`src/sbrg_pkg.sv`:
```
// Constants, field layout and carrier types of the baud rate generator
package sbrg_pkg;

	// ==========================================================
	// Register map (byte addresses)
	localparam logic [7:0] CTRL_OFS = 8'h00;
	localparam logic [7:0] MODE_OFS = 8'h04;
	localparam logic [7:0] BAUD_OFS = 8'h20;
	localparam logic [7:0] STAT_OFS = 8'h28;

	// ==========================================================
	// Field positions
	localparam int CTRL_RUN_BIT    = 0;
	localparam int MODE_SPEC_LSB   = 0;
	localparam int MODE_SEL_LSB    = 4;
	localparam int MODE_SYNC_BIT   = 8;
	localparam int MODE_OVER_BIT   = 19;
	localparam int BAUD_FRAC_LSB   = 16;
	localparam int STAT_SCK_BIT    = 16;
	localparam int STAT_STRETCH_BIT = 17;

	// ==========================================================
	// Encodings and reset values
	localparam logic [1:0]  SRC_MCK     = 2'h0;
	localparam logic [1:0]  SRC_MCKDIV  = 2'h1;
	localparam logic [1:0]  SRC_EXT     = 2'h3;
	localparam logic [3:0]  MODE_NORMAL = 4'h0;
	localparam logic [3:0]  OVS_TOP8    = 4'h7;
	localparam logic [3:0]  OVS_TOP16   = 4'hf;
	localparam int          PRE_DIV     = 8;
	localparam logic [31:0] REG_RESET   = 32'h0;

	typedef struct packed {
		logic        unitOn;
		logic [3:0]  special;
		logic [1:0]  clkSel;
		logic        syncMode;
		logic        over;
		logic [15:0] divisor;
		logic [2:0]  frac;
	} sbrg_cfg_t;

	localparam sbrg_cfg_t CFG_RESET = '0;

endpackage

```
`src/sbrg_top.sv`:
```
// Baud rate generator with APB register access and serial clock pin
//
// Decided for this implementation: the register addresses and the APB slave port.
`timescale 1ns/100ps
`default_nettype none
module sbrg_top #(
	parameter int PRE_DIV = sbrg_pkg::PRE_DIV
) (
	input  wire logic        sys_clk,
	input  wire logic        rst_b,
	input  wire logic        psel,
	input  wire logic        penable,
	input  wire logic        pwrite,
	input  wire logic [7:0]  paddr,
	input  wire logic [31:0] pwdata,
	output var  logic [31:0] prdata,
	output var  logic        pready,
	output var  logic        pslverr,
	input  wire logic        sckIn,
	output logic             sckOut,
	output var  logic        sckOe,
	output var  logic        sampleTick,
	output var  logic        bitTick
);

	// ==========================================================
	// APB slave: one wait state, answer registered
	sbrg_pkg::sbrg_cfg_t cfg_r;
	sbrg_pkg::sbrg_cfg_t cfg_nxt;
	logic        access;
	logic        wrEn;
	logic        hitCtrl;
	logic        hitMode;
	logic        hitBaud;
	logic        hitStat;
	logic        mapped;
	logic [31:0] rdMux;
	logic [31:0] modeRd;
	logic [31:0] baudRd;
	logic [31:0] statRd;

	assign access  = psel & penable;
	assign wrEn    = access & pready & pwrite;
	assign hitCtrl = paddr == sbrg_pkg::CTRL_OFS;
	assign hitMode = paddr == sbrg_pkg::MODE_OFS;
	assign hitBaud = paddr == sbrg_pkg::BAUD_OFS;
	assign hitStat = paddr == sbrg_pkg::STAT_OFS;
	assign mapped  = hitCtrl | hitMode | hitBaud | hitStat;

	// Writes land whether or not the unit runs
	always_comb begin
		cfg_nxt = cfg_r;
		if (wrEn && hitCtrl) begin
			cfg_nxt.unitOn = pwdata[sbrg_pkg::CTRL_RUN_BIT];
		end
		if (wrEn && hitMode) begin
			cfg_nxt.special  = pwdata[sbrg_pkg::MODE_SPEC_LSB +: 4];
			cfg_nxt.clkSel   = pwdata[sbrg_pkg::MODE_SEL_LSB +: 2];
			cfg_nxt.syncMode = pwdata[sbrg_pkg::MODE_SYNC_BIT];
			cfg_nxt.over     = pwdata[sbrg_pkg::MODE_OVER_BIT];
		end
		if (wrEn && hitBaud) begin
			cfg_nxt.divisor = pwdata[15:0];
			cfg_nxt.frac    = pwdata[sbrg_pkg::BAUD_FRAC_LSB +: 3];
		end
	end

	always_ff @(posedge sys_clk or negedge rst_b) begin
		if (!rst_b) begin
			cfg_r   <= sbrg_pkg::CFG_RESET;
			pready  <= 1'b0;
			pslverr <= 1'b0;
			prdata  <= sbrg_pkg::REG_RESET;
		end else begin
			cfg_r   <= cfg_nxt;
			pready  <= access & ~pready;
			pslverr <= access & ~pready & ~mapped;
			if (access && !pready && !pwrite) begin
				prdata <= rdMux;
			end
		end
	end

	// ==========================================================
	// Source selection
	logic       run;
	logic       sckMeta_r;
	logic       sckSync_r;
	logic       sckPrev_r;
	logic       extRise;
	logic [7:0] preCnt_r;
	logic       preTick;
	logic       srcTick;

	assign run     = cfg_r.unitOn;
	assign extRise = sckSync_r & ~sckPrev_r;
	assign preTick = preCnt_r == 8'(PRE_DIV - 1);
	assign srcTick = run & ((cfg_r.clkSel == sbrg_pkg::SRC_MCK) |
		((cfg_r.clkSel == sbrg_pkg::SRC_MCKDIV) & preTick) |
		((cfg_r.clkSel == sbrg_pkg::SRC_EXT) & extRise));

	// The pin is free running, so it is watched even while the unit is off
	always_ff @(posedge sys_clk or negedge rst_b) begin
		if (!rst_b) begin
			sckMeta_r <= 1'b0;
			sckSync_r <= 1'b0;
			sckPrev_r <= 1'b0;
		end else begin
			sckMeta_r <= sckIn;
			sckSync_r <= sckMeta_r;
			sckPrev_r <= sckSync_r;
		end
	end

	always_ff @(posedge sys_clk or negedge rst_b) begin
		if (!rst_b) begin
			preCnt_r <= 8'h00;
		end else if (run) begin
			preCnt_r <= preTick ? 8'h00 : preCnt_r + 8'h01;
		end
	end

	// ==========================================================
	// Integer and fractional divider
	logic [15:0] cnt_r;
	logic [2:0]  fracAcc_r;
	logic        stretch_r;
	logic [15:0] lastCnt;
	logic        divZero;
	logic        bypass;
	logic        extDirect;
	logic        fracOn;
	logic [3:0]  accSum;
	logic        periodEnd;
	logic        divTick;

	assign divZero   = cfg_r.divisor == 16'h0000;
	assign bypass    = cfg_r.divisor == 16'h0001;
	assign extDirect = cfg_r.syncMode & (cfg_r.clkSel == sbrg_pkg::SRC_EXT);
	assign fracOn    = (cfg_r.frac != 3'h0) & ~cfg_r.syncMode &
		(cfg_r.special == sbrg_pkg::MODE_NORMAL);
	assign accSum    = {1'b0, fracAcc_r} + {1'b0, cfg_r.frac};
	// A carry out of the eighth accumulator lengthens the next period by one
	assign lastCnt   = cfg_r.divisor - 16'h0001 + {15'h0000, stretch_r};
	assign periodEnd = srcTick & (cnt_r >= lastCnt);
	assign divTick   = ~divZero & (bypass ? srcTick : periodEnd);

	always_ff @(posedge sys_clk or negedge rst_b) begin
		if (!rst_b) begin
			cnt_r     <= 16'h0000;
			fracAcc_r <= 3'h0;
			stretch_r <= 1'b0;
		end else if (periodEnd || (run && divZero)) begin
			cnt_r     <= 16'h0000;
			fracAcc_r <= fracOn ? accSum[2:0] : 3'h0;
			stretch_r <= fracOn & accSum[3];
		end else if (srcTick) begin
			cnt_r <= cnt_r + 16'h0001;
		end
	end

	// ==========================================================
	// Sampling clock, bit clock
	logic [3:0] ovsCnt_r;
	logic [3:0] ovsTop;
	logic       ovsEnd;
	logic       sampleNxt;
	logic       bitNxt;

	assign ovsTop    = cfg_r.over ? sbrg_pkg::OVS_TOP8 : sbrg_pkg::OVS_TOP16;
	assign ovsEnd    = ovsCnt_r >= ovsTop;
	assign sampleNxt = ~cfg_r.syncMode & divTick;
	assign bitNxt    = cfg_r.syncMode ?
		(extDirect ? srcTick : divTick) :
		(sampleNxt & ovsEnd);

	always_ff @(posedge sys_clk or negedge rst_b) begin
		if (!rst_b) begin
			ovsCnt_r   <= 4'h0;
			sampleTick <= 1'b0;
			bitTick    <= 1'b0;
		end else begin
			sampleTick <= sampleNxt;
			bitTick    <= bitNxt;
			if (sampleNxt) begin
				ovsCnt_r <= ovsEnd ? 4'h0 : ovsCnt_r + 4'h1;
			end
		end
	end

	// ==========================================================
	// Serial clock pin drive
	// High for the first half of the count; with the undivided master
	// clock an odd divisor gets an extra half cycle from a falling-edge
	// copy, the only way to a 50:50 ratio on odd counts.
	logic sckPos_r;
	logic sckNeg_r;
	logic oddMck_r;

	always_ff @(posedge sys_clk or negedge rst_b) begin
		if (!rst_b) begin
			sckPos_r <= 1'b0;
			oddMck_r <= 1'b0;
			sckOe    <= 1'b0;
		end else begin
			if (run) begin
				sckPos_r <= ~divZero & (cnt_r < {1'b0, cfg_r.divisor[15:1]});
			end
			oddMck_r <= cfg_r.divisor[0] &
				(cfg_r.clkSel == sbrg_pkg::SRC_MCK);
			sckOe    <= cfg_r.syncMode & ~divZero &
				(cfg_r.clkSel != sbrg_pkg::SRC_EXT);
		end
	end

	always_ff @(negedge sys_clk or negedge rst_b) begin
		if (!rst_b) begin
			sckNeg_r <= 1'b0;
		end else begin
			sckNeg_r <= sckPos_r;
		end
	end

	assign sckOut = sckPos_r | (sckNeg_r & oddMck_r);

	// ==========================================================
	// Read-back
	assign modeRd = (32'(cfg_r.special) << sbrg_pkg::MODE_SPEC_LSB) |
		(32'(cfg_r.clkSel) << sbrg_pkg::MODE_SEL_LSB) |
		(32'(cfg_r.syncMode) << sbrg_pkg::MODE_SYNC_BIT) |
		(32'(cfg_r.over) << sbrg_pkg::MODE_OVER_BIT);
	assign baudRd = 32'(cfg_r.divisor) |
		(32'(cfg_r.frac) << sbrg_pkg::BAUD_FRAC_LSB);
	assign statRd = 32'(cnt_r) |
		(32'(sckPos_r) << sbrg_pkg::STAT_SCK_BIT) |
		(32'(stretch_r) << sbrg_pkg::STAT_STRETCH_BIT);
	assign rdMux  = hitCtrl ? 32'(cfg_r.unitOn) :
		hitMode ? modeRd :
		hitBaud ? baudRd :
		hitStat ? statRd : 32'h0000_0000;

	// ==========================================================
	// Assertions
	logic mck3;
	assign mck3 = run & ~cfg_r.syncMode & (cfg_r.clkSel == sbrg_pkg::SRC_MCK) &
		(cfg_r.divisor == 16'h0003) & (cfg_r.frac == 3'h0);

	a_zero_no_clock: assert property (@(posedge sys_clk) disable iff (!rst_b)
		divZero && !extDirect |=> !sampleTick && !bitTick)
		else $error("clock produced with zero divisor");

	a_bypass_pass: assert property (@(posedge sys_clk) disable iff (!rst_b)
		run && bypass && !cfg_r.syncMode && cfg_r.clkSel == sbrg_pkg::SRC_MCK
		|=> sampleTick)
		else $error("bypass did not pass master clock");

	a_int_period: assert property (@(posedge sys_clk)
		disable iff (!rst_b || wrEn)
		$past(sampleTick, 3) && $past(mck3) && $past(mck3, 2) &&
		$past(mck3, 3) && $past(mck3, 4)
		|-> sampleTick && !$past(sampleTick) && !$past(sampleTick, 2))
		else $error("divide by three period wrong");

	a_bit_on_sample: assert property (@(posedge sys_clk) disable iff (!rst_b)
		bitTick && !$past(cfg_r.syncMode) |-> sampleTick)
		else $error("async bit clock without sampling clock");

	a_stop_hold: assert property (@(posedge sys_clk) disable iff (!rst_b)
		!run |=> $stable(cnt_r) && $stable(fracAcc_r) && !bitTick)
		else $error("divider moved while unit stopped");

	a_frac_normal: assert property (@(posedge sys_clk) disable iff (!rst_b)
		periodEnd && !fracOn |=> !stretch_r && fracAcc_r == 3'h0)
		else $error("fraction active outside normal async mode");

	a_ext_direct: assert property (@(posedge sys_clk) disable iff (!rst_b)
		extDirect && srcTick |=> bitTick)
		else $error("external edge did not give bit clock");

	a_sync_no_ovs: assert property (@(posedge sys_clk) disable iff (!rst_b)
		cfg_r.syncMode |=> !sampleTick)
		else $error("sampling clock in synchronous mode");

	a_cfg_when_off: assert property (@(posedge sys_clk) disable iff (!rst_b)
		wrEn && hitBaud && !run |=> cfg_r.divisor == $past(pwdata[15:0]))
		else $error("divisor write lost while stopped");

	a_apb_answer: assert property (@(posedge sys_clk) disable iff (!rst_b)
		access && !pready |=> pready ##1 !pready)
		else $error("APB answer timing wrong");

	c_frac_stretch: cover property (@(posedge sys_clk) disable iff (!rst_b)
		periodEnd && stretch_r);
	c_over8_bit: cover property (@(posedge sys_clk) disable iff (!rst_b)
		bitTick && cfg_r.over && !cfg_r.syncMode);
	c_ext_bit: cover property (@(posedge sys_clk) disable iff (!rst_b)
		extDirect && bitTick);
	c_odd_sck: cover property (@(posedge sys_clk) disable iff (!rst_b)
		sckOe && oddMck_r && $rose(sckOut));

endmodule
`default_nettype wire

```
`config.mk`:
```
export PLATFORM = sky130hd
export DESIGN_NAME = sbrg_top
export DESIGN_NICKNAME = d
export VERILOG_FILES = /design/src/sbrg_pkg.sv /design/src/sbrg_top.sv
export SDC_FILE = /design/constraint.sdc
export NUM_CORES = 1
export LEC_CHECK = 0
export BUFFER_PORTS_ARGS = -buffer_cell sky130_fd_sc_hd__buf_2
export CORE_ASPECT_RATIO = 1.4
export CORE_MARGIN = 1
export CORE_UTILIZATION = 31
export CTS_CLUSTER_DIAMETER = 200
export DETAILED_ROUTE_END_ITERATION = 8
export PLACE_DENSITY = 0.56
export SYNTH_ARGS = -nofsm -noshare
export SYNTH_HDL_FRONTEND = slang
export SYNTH_SLANG_ARGS = --single-unit
```
`constraint.sdc`:
```
create_clock -name sys_clk -period 3.7 [get_ports sys_clk]
set_input_delay 0.185 -clock sys_clk [delete_from_list [all_inputs] [get_ports sys_clk]]
set_output_delay 0.185 -clock sys_clk [all_outputs]
set_load 0.005 [all_outputs]
```
# [Word-level counts from Yosys, hierarchy flattened]
# Index checks and enable logic that the tools add are counted.
# Widths: inputs -> output; s select.
[word_totals] out_inout_bits=38 register_bits=103 inputBits=46 word_cells=108
[classes] n_reduce_logical=15 n_eq_ne=8 bitwise=39 mux=13 n_lt_le_gt_ge=3 addsub=6
[ops] op="$mux 20" count=2
[ops] op="$mux 16" count=2
[ops] op="$and 1x1->1" count=22
[ops] op="$or 9x20->20" count=1
[ops] op="$mux 19" count=1
[ops] op="$or 16x19->19" count=1
[ops] op="$mux 18" count=1
[ops] op="$or 17x18->18" count=1
[ops] op="$or 16x17->17" count=1
[ops] op="$add 16x1->16" count=1
[ops] op="$add 16x1->16 const B" count=1
[ops] op="$eq 16x1->1 const B" count=1
[ops] op="$eq 8x3->1 const B" count=2
[ops] op="$eq 8x6->1 const B" count=2
[ops] op="$ge 16x16->1" count=1
[ops] op="$logic_not 16->1" count=1
[ops] op="$lt 16x15->1" count=1
[ops] op="$sub 16x1->16 const B" count=1
[ops] op="$or 6x9->9" count=1
[ops] op="$add 8x1->8 const B" count=1
[ops] op="$logic_not 8->1" count=1
[ops] op="$mux 4" count=2
[ops] op="$mux 8" count=1
[ops] op="$logic_and 1x1->1" count=6
[ops] op="17 further kinds" count=29

# [Depth between registers and ports, before layout]
# Gate-level depths: netlist (run 1).
[depth] ltp_word=11 depth_mapped=17 mapped_depth_nobuf=15

==> metrics.cfg, run 1 <==
[run_status]
outcome = completed

[global_route]
grt_max_degree = 57
antenna_found_initial = 0
first_global_vias = 4349
grt_pass1_wl_um = 23000
gr-usage-all-layers_pct = 16.8
grt.overflow.total = 0

[synthesis]
ys_async_sr_fraction_pct = 100
synth.top_cells.by_count = dfrtp_1, nand2_1, ha_1
synth_edf_count = 0
yosysWarnings = 0
ys_types = 62
synthCells = 566
synth_ff_type = dfrtp_1
synth_top_cell_area_share_pct = 42.3
yosysMostFrequentCell = dfrtp_1
avgSynthCellArea_um2 = 9.42
synthTopCellsByArea = dfrtp_1, ha_1, nand2_1
yosysTopAreaCell = dfrtp_1
ys_seq_elements = 91
syn_area_um2 = 5330
yosysSeqAreaShare_pct = 42.7

[sta]
relSlewSlack_pct = 51.1
tightestPinTransition_ps = 732
clock_skew_ps = 6.84
grt_setup_unrepaired = true
fin_tns_setup_ps = 0
setup_viol = 0
min_period_ps = 3460
period_share_pct = 93.4
hold_viol_final = 0
slew_viol_final = 0
clock.fmax_ghz = 0.289
layout_setup_ws_ps = 244

[place]
hpwlAfterDp_um = 10700
numPortBuffers = 59
gp_congestion = 0.901
dp_slack_ps = -100

[clocking]
cts_tree = yes
clkLatencyLatePin_ps = 350
cts_root_buf = clkbuf_16
numCtsBuffers = 9
cts_sinks = 91
htree_num_levels = 3
cts_buffer_depth = 2
path_clk_slew_ps = 70

[detailed_routing]
routed_via_density = 5.21
wl_met3_um = 425
wl_met2_um = 7210
drtIter0Drc = 217
routed_wl_um = 14100
wl_per_cell_um = 16.6
highest_layer = met4
ant_nets = 0
drc = 0
wl_met1_um = 5950
dr_total_vias = 4409
firstDrtPassIters = 4

[layout]
fin_util_pct = 37.7
fin_nets = 724
insertedDiodeCount = 0
drive_gt1_share_pct = 19.8
area_growth_pct = 19.1
nFillCells = 1729

[worst_setup_path]
crit_required_ps = 3930
arrival_ps = 3690
cp.depth = 17
worstPathCellList = inv_1, ha_1, nor3b_4, nand2_1, nor4_4, nand2_2, nor4_4, xnor2_2, ha_1, a21oi_1, o21ai_0, a21oi_1, o41a_1, buf_4, a211oi_4, buf_4, a22o_1
cp_num_buf_inv = 3
crit_path_start_kind = register
reg2reg_depth = 17
crit_slowest_cell = dfrtp_1
crit_type = reg2reg
max_stage_delay_ps = 370
r2r_slack_ps = 240
worst_setup_path_end_kind = register
path_max_fanout = 5
crit_family = simple AND/OR/NAND/NOR gates

[floorplanning]
row_count = 56
die-area_um2 = 17700
dieWidth_um = 113
die_h_um = 157
io_pins = 84
core_area_um2 = 16800
start_util_pct = 31.7

[power_and_ir_drop]
p_per_area_nw_per_um2 = 420
p_total_uw = 2670
peakVddDrop_v = 0.000264
leakagePower_uw = 0.00314

[job]
drv_cap = 0

[worst_hold_path]
worstHoldPathCells = 3
hold_path.class = in2reg

## cell usage in the layout (no fill, tap or decap), types with 8 or more instances in the layout
cell       netlist  routed
a21oi_1         35      35
a22oi_1          9       9
buf_2            4      58
buf_4           12      22
clkbuf_16        0       9
conb_1           1      12
dfrtp_1         90      90
ha_1            39      39
inv_1           30      30
mux2_2          10      10
mux2i_1          8       8
nand2_1         80      79
nand3_1         14      14
nand4_1         11      11
nor2_1          35      35
nor3_1          14      14
o21ai_0         31      31
o31ai_1         10      10
xnor2_1         18      17
xor2_1          13      13
## worst paths after layout
check | start | endpoint
min in group asynchronous | rst_b | fracAcc_r[1]
max in group asynchronous | rst_b | sckNeg_r
min | pwdata[10] | cfg_r[13]
min reg2reg | sckMeta_r | sckSync_r
max reg2reg | cfg_r[3] | ovsCnt_r[3]
max | cfg_r[3] | ovsCnt_r[3]
## through the flow
step                hold slack, ps  instances  cell area [um2]
finish                        41.8        846             6350
global route                  62.4        846             6350
CTS                           37.8        846             6290
detailed placement             183        825             5910
global placement               168        825             5910
floorplan                     -111        577             5370
## where the power goes
part / switching [uW] / total (uW) / internal, uW
Combinational: 237 / 428 / 191
Sequential: 123 / 1200 / 1080
Clock: 420 / 1040 / 619
## flip-flops by register name, summed over array words and instances, names as in the netlist
name        cells
prdata         20
sckPrev_r       1
run             1
stretch_r       1
fracAcc_r       3
sckSync_r       1
sckPos_r        1
sckMeta_r       1
preCnt_r        8
cnt_r          16
ovsCnt_r        4
sckOe           1
oddMck_r        1
cfg_r          27
sckNeg_r        1
bitTick         1
pslverr         1
pready          1
sampleTick      1
## worst min-delay path: stages
cell     delay (ps)
buf_2            70
nand2_1          30
o21ai_0          50
## cell type report
type,count,area [um2],area share [%]
Timing Repair Buffer,83,495,7.81
Multi-Input combinational cell,423,2870,45.2
Clock inverter,6,97.6,1.54
Inverter,30,113,1.77
Tap cell,203,254,4.00
Clock buffer,10,239,3.77
Sequential cell,91,2280,35.9
## cells by family (layout without fill, tap and decap cells)
family | after synthesis | in the layout | synth area share [%]
and+or+nand+nor | 197 | 197 | 17.9
AOI/OAI and AO/OA | 124 | 124 | 15.4
DFF | 91 | 91 | 42.7
buffers and inverters | 63 | 129 | 5.38
adders and majority gates | 40 | 40 | 9.53
xor gates and xnor gates | 31 | 31 | 5.09
muxes | 19 | 19 | 3.90
other | 1 | 12 | 0.0704
## what timing repair did
action / CTS / global route
gates resized for setup: 0 / 9
endpoints found under the hold margin: 35 / 0
buffers inserted: 3 / 0
cloned: 0 / 0
pin swaps: 0 / 2
hold buffers: 2 / 0
endpoints found under the setup margin: 21 / 26
## per-layer routing
metal,vias to the layer above,track usage [%]
met5,-,0
met4,0,7.62
met3,22,2.31
met2,82,29.6
met1,2168,20.2
li1,2137,-
(Power assumes the default switching activity.)
==> run 2, diff against run 1 <==
--- a/config.mk
+++ b/config.mk
@@ -11,6 +11,7 @@
 export CORE_UTILIZATION = 31
 export CTS_CLUSTER_DIAMETER = 200
 export DETAILED_ROUTE_END_ITERATION = 8
+export MAX_ROUTING_LAYER = met4
 export PLACE_DENSITY = 0.56
 export SYNTH_ARGS = -nofsm -noshare
 export SYNTH_HDL_FRONTEND = slang
==> run 2 against run 1 <==
  * Utilization is the same
  * Wire length grew 0.28%
  * Clock skew barely moved
  * Clock power is essentially flat
  * Combinational power about the same
  * Setup slack gained 8.6 ps
  * Clock-buffer cell count is the same
  * Design area is the same
  * Worst hold slack worse by 1.8 ps
  * Critical path type unchanged
==> metrics.cfg, run 2 (same netlist as run 1, synthesis figures left out) <==
[sta]
tightestPinTransition_ps = 751
setup_viol = 0
period_share_pct = 93.2
fin_tns_setup_ps = 0
min_period_ps = 3450
clock_skew_ps = 6.96
slew_viol_final = 0
relSlewSlack_pct = 49.9
clock.fmax_ghz = 0.290
grt_setup_unrepaired = true
hold_viol_final = 0
hold_ws_ps = 40.0

[floorplanning]
start_util_pct = 31.7
row_count = 56
io_pins = 84
die-area_um2 = 17700
core_area_um2 = 16800
dieWidth_um = 113
die_h_um = 157

[layout]
largest_reg_flops = 27
fin_nets = 724
drive_gt1_share_pct = 19.8
insertedDiodeCount = 0
final_cell_mix = dfrtp_1, nand2_1, buf_2
area_growth_pct = 19.1
final_common_cell = dfrtp_1
regMostFlops = cfg_r
top_regs = cfg_r: 27 flops, prdata: 20 flops, cnt_r: 16 flops
nFillCells = 1729

[worst_setup_path]
arrival_ps = 3680
crit_type = reg2reg
r2r-start = cfg_r[3]
reg2reg_depth = 17
path_max_fanout = 5
r2r_slack_ps = 250
crit_required_ps = 3930
worst_setup_path_end_kind = register
crit_slowest_cell = dfrtp_1
worstPathCellList = inv_1, ha_1, nor3b_4, nand2_1, nor4_4, nand2_2, nor4_4, xnor2_2, ha_1, a21oi_1, o21ai_0, a21oi_1, o41a_1, buf_4, a211oi_4, buf_4, a22o_1
setup.worst_path.end = ovsCnt_r[3]
max_stage_delay_ps = 370
reg2reg_to = ovsCnt_r[3]
crit_path_start_kind = register
crit_start = cfg_r[3]

[global_route]
grt_max_degree = 57
antenna_found_initial = 0
gr-usage-all-layers_pct = 17.3
grt.overflow.total = 0
grt_pass1_wl_um = 23000
first_global_vias = 4344

[detailed_routing]
dr_total_vias = 4440
drtIter0Drc = 247
ant_nets = 0
drc = 0
wl_per_cell_um = 16.7
routed_via_density = 5.25
routed_wl_um = 14100
firstDrtPassIters = 5

[worst_hold_path]
hold_path.class = in2reg
hp-start = pwdata[10]

[clocking]
cts_sinks = 91
path_clk_slew_ps = 70
cts_tree = yes
numCtsBuffers = 9
cts_buffer_depth = 2
htree_num_levels = 3
clkLatencyLatePin_ps = 350
cts_root_buf = clkbuf_16

[power_and_ir_drop]
switching_power_uw = 775
combinationalPowerShare_pct = 16.0
p_per_area_nw_per_um2 = 420
peakVddDrop_v = 0.000265
pwr-share-seq_pct = 45.1
p_int_uw = 1890
leakagePower_uw = 0.00314
switching_share_pct = 29.1
pwr-share-clk_pct = 38.9

[place]
numPortBuffers = 59
gp_congestion = 0.917
hpwlAfterDp_um = 10700

[run_status]
outcome = completed

[job]
drv_cap = 0

[run 2: cell counts in the layout (fill, tap and decap cells not counted)]
Identical to the previous run, type by type.
[run 2: worst min-delay path by stage]
stage / slack [ps] / to / cells past startpoint
finish: 40 / cfg_r[13] / 3
floorplan: -110 / bitTick / 0
global route: 60 / cfg_r[18] / 3
detailed placement: 180 / oddMck_r / 1
global placement: 170 / oddMck_r / 1
CTS: 40 / cfg_r[13] / 3
[run 2: power groups by stage]
| stage | clock, uW | combinational [uW] | sequential [uW] |
|---|---|---|---|
| finish | 1040 | 427 | 1200 |
| global route | 1090 | 492 | 1210 |
| CTS | 1050 | 433 | 1200 |
| floorplan | 0 | 318 | 1180 |
| detailed placement | 0 | 428 | 1220 |
| global placement | 0 | 414 | 1220 |
[run 2: cell type report]
cell class | instances | area, um2 | share of cell area, %
tap | 203 | 254 | 4.00
timing repair buffer | 83 | 495 | 7.81
clock buffer | 10 | 239 | 3.77
sequential | 91 | 2280 | 35.9
clock inverter | 6 | 97.6 | 1.54
multi-input combinational | 423 | 2870 | 45.2
inverter | 30 | 113 | 1.77
[run 2: through the flow]
stage / utilization [%] / power, uW / cell area (um2) / setup WS (ps) / std cells
6_report: 37.7 / 2660 / 6350 / 252 / 846
5_1_grt: 37.7 / 2800 / 6350 / -24.5 / 846
4_1_cts: 37.4 / 2690 / 6290 / -3.60 / 846
3_5_place_dp: 35.1 / 1650 / 5910 / -100 / 825
3_3_place_gp: 35.1 / 1630 / 5910 / 0.951 / 825
2_1_floorplan: - / 1500 / 5370 / 69.2 / 577
[run 2: worst max-delay path: cells and delay by family (launching register included)]
family | cells | cell delay [ps]
buffers and inverters | 3 | 420
AND/OR/NAND/NOR | 5 | 960
flip-flops | 1 | 370
XOR/XNOR | 1 | 160
AO/OA/AOI/OAI | 6 | 910
adder cells (fa/ha/maj) | 2 | 480
[run 2: per-layer routing]
layer | wire, um | up-vias | global-route usage (%)
met1 | 5930 | 2178 | 20.2
met3 | 416 | 24 | 2.31
met4 | 514 | 0 | 7.62
li1 | - | 2140 | -
met2 | 7240 | 98 | 29.6
met5 | 0 | - | -
[run 2: timing repair]
action / in CTS / in global routing
hold buffers: 2 / 0
gates resized for setup: 0 / 9
setup buffers: 3 / 0
hold endpoints to repair: 35 / 0
pin swaps: 0 / 2
setup endpoints to repair: 21 / 26
==> run 3, diff against run 2 <==
--- a/config.mk
+++ b/config.mk
@@ -8,11 +8,13 @@
 export BUFFER_PORTS_ARGS = -buffer_cell sky130_fd_sc_hd__buf_2
 export CORE_ASPECT_RATIO = 1.4
 export CORE_MARGIN = 1
-export CORE_UTILIZATION = 31
+export CORE_UTILIZATION = 52
 export CTS_CLUSTER_DIAMETER = 200
 export DETAILED_ROUTE_END_ITERATION = 8
 export MAX_ROUTING_LAYER = met4
-export PLACE_DENSITY = 0.56
+export PLACE_DENSITY = 0.82
+export SETUP_SLACK_MARGIN = 0.3
+export SLEW_MARGIN = 25
 export SYNTH_ARGS = -nofsm -noshare
 export SYNTH_HDL_FRONTEND = slang
 export SYNTH_SLANG_ARGS = --single-unit
==> run 3 against run 2 <==
  * Critical path depth fell by 2
  * Flip-flop and latch count stayed put
  * Clock skew hardly changed
  * Largest power group unchanged
  * Clock-buffer cell count grew 1
  * Largest cell class unchanged
==> metrics.cfg, run 3 (same netlist as run 1, synthesis figures left out) <==
[run_status]
outcome = completed

[place]
gp_congestion = 0.976
hpwlAfterDp_um = 9900
numPortBuffers = 59
dp_slack_ps = 22.3

[power_and_ir_drop]
peakVddDrop_v = 0.000348
leakagePower_uw = 0.00310
p_per_area_nw_per_um2 = 412

[clocking]
numCtsBuffers = 9
cts_buffer_depth = 2
path_clk_slew_ps = 70
cts_tree = yes
clkLatencyLatePin_ps = 350
cts_sinks = 91
cts_root_buf = clkbuf_16
htree_num_levels = 3

[sta]
relSlewSlack_pct = 44.6
slew_viol_final = 0
clock_skew_ps = 6.96
layout_setup_ws_ps = 369
grt_setup_unrepaired = true
min_period_ps = 3330
hold_viol_final = 0
setup_viol = 0
period_share_pct = 90.0
clock.fmax_ghz = 0.300
fin_tns_setup_ps = 0
tightestPinTransition_ps = 832

[global_route]
globalRouteMet2Util_pct = 47.1
grt.overflow.total = 0
gr-usage-all-layers_pct = 27.8
antenna_found_initial = 0
top_usage_layer = met2
use_met3_pct = 4.67
grt_max_degree = 58
first_global_vias = 4395
use_met1_pct = 32.5
grt_pass1_wl_um = 21700

[detailed_routing]
ant_nets = 0
wl_per_cell_um = 17.2
routed_via_density = 5.80
firstDrtPassIters = 5
drc = 0
dr_total_vias = 4510
drtIter0Drc = 389
routed_wl_um = 13400

[layout]
largest_reg_flops = 27
regMostFlops = cfg_r
final_common_cell = dfrtp_1
insertedDiodeCount = 0
final_cell_mix = dfrtp_1, nand2_1, buf_2
top_regs = cfg_r: 27 flops, prdata: 20 flops, cnt_r: 16 flops
fin_nets = 723
drive_gt1_share_pct = 20.4
nFillCells = 796
area_growth_pct = 17.4

[worst_setup_path]
crit_type = reg2reg
path_max_fanout = 6
arrival_ps = 3570
crit_required_ps = 3930
worst_setup_path_end_kind = register
crit_path_start_kind = register

[floorplanning]
io_pins = 84
die_h_um = 122
start_util_pct = 53.6
row_count = 43
die-area_um2 = 10700
dieWidth_um = 87.6
core_area_um2 = 9950

[job]
drv_cap = 0

[worst_hold_path]
hold_path.class = in2reg

==> run 3: changes by cell type in the layout (fill, tap and decap cells not counted), sizes merged <==
cell | previous run | this run
buf | 81 | 80
clkinv | 3 | 2
inv | 31 | 30
bufinv | 2 | 1
clkinvlp | 0 | 2
clkbuf | 10 | 11
==> run 3: final cells by class <==
class / count / area (um2) / share of cell area, %
flip-flops and latches: 91 / 2280 / 36.4
multi-input cells: 423 / 2890 / 46.3
well taps: 135 / 169 / 2.70
repair buffers: 82 / 499 / 7.98
clock inverters: 5 / 62.6 / 1.00
clock buffers: 11 / 243 / 3.88
inverters: 30 / 113 / 1.80
==> run 3: critical path: stages, from the launching register on <==
cell	delay, ps
dfrtp_1	390
inv_2	90
ha_4	140
nor3b_4	210
nand2_2	110
nor4_4	170
nand2_2	130
buf_6	140
nor2_4	100
xnor2_1	90
ha_1	310
nand4_1	130
o41a_1	450
buf_6	160
a211oi_4	280
mux2_4	320
==> run 3: power breakdown <==
group | internal, uW | switching [uW]
clock | 544 | 391
combinational | 190 | 240
sequential | 1080 | 131
==> run 3: metrics by stage <==
step                      hold WS, ps  power [uW]  std cells  util (%)  area [um2]
after detailed placement          167        1650        752      58.1        5790
after CTS                        31.5        2590        774      62.3        6200
final                            42.5        2580        777      62.9        6260
after global routing             54.0        2700        777      62.9        6260
after floorplan                  -111        1500        577         -        5390
after global placement            151        1620        752      58.1        5790
==> run 3: timing repair <==
item,4_1_cts,5_1_grt
pin swaps,11,8
buffers inserted,4,3
hold buffers,2,0
gates resized for setup,10,8
hold endpoints to repair,34,0
gates cloned,0,0
setup endpoints to repair,19,26
==> run 3: metal layers <==
layer / wire length, um / up-vias / part of all wire (%)
li1: - / 2133 / -
met1: 5400 / 2184 / 40
met2: 7000 / 164 / 52
met3: 595 / 29 / 4.4
met4: 383 / 0 / 2.9
met5: 0 / - / 0
==> run 3: path summary, 6_finish.rpt <==
| check | from | end | slack, ps | depth (start not counted) |
|---|---|---|---|---|
| max | cfg_r[3] | ovsCnt_r[0] | 370 | 15 |
| min | pwdata[19] | cfg_r[19] | 40 | 3 |
| max reg2reg | cfg_r[3] | ovsCnt_r[0] | 370 | 15 |
| min reg2reg | sckMeta_r | sckSync_r | 360 | 0 |
| max in group asynchronous | rst_b | sckNeg_r | 1270 | 2 |
| min in group asynchronous | rst_b | pslverr | 350 | 2 |
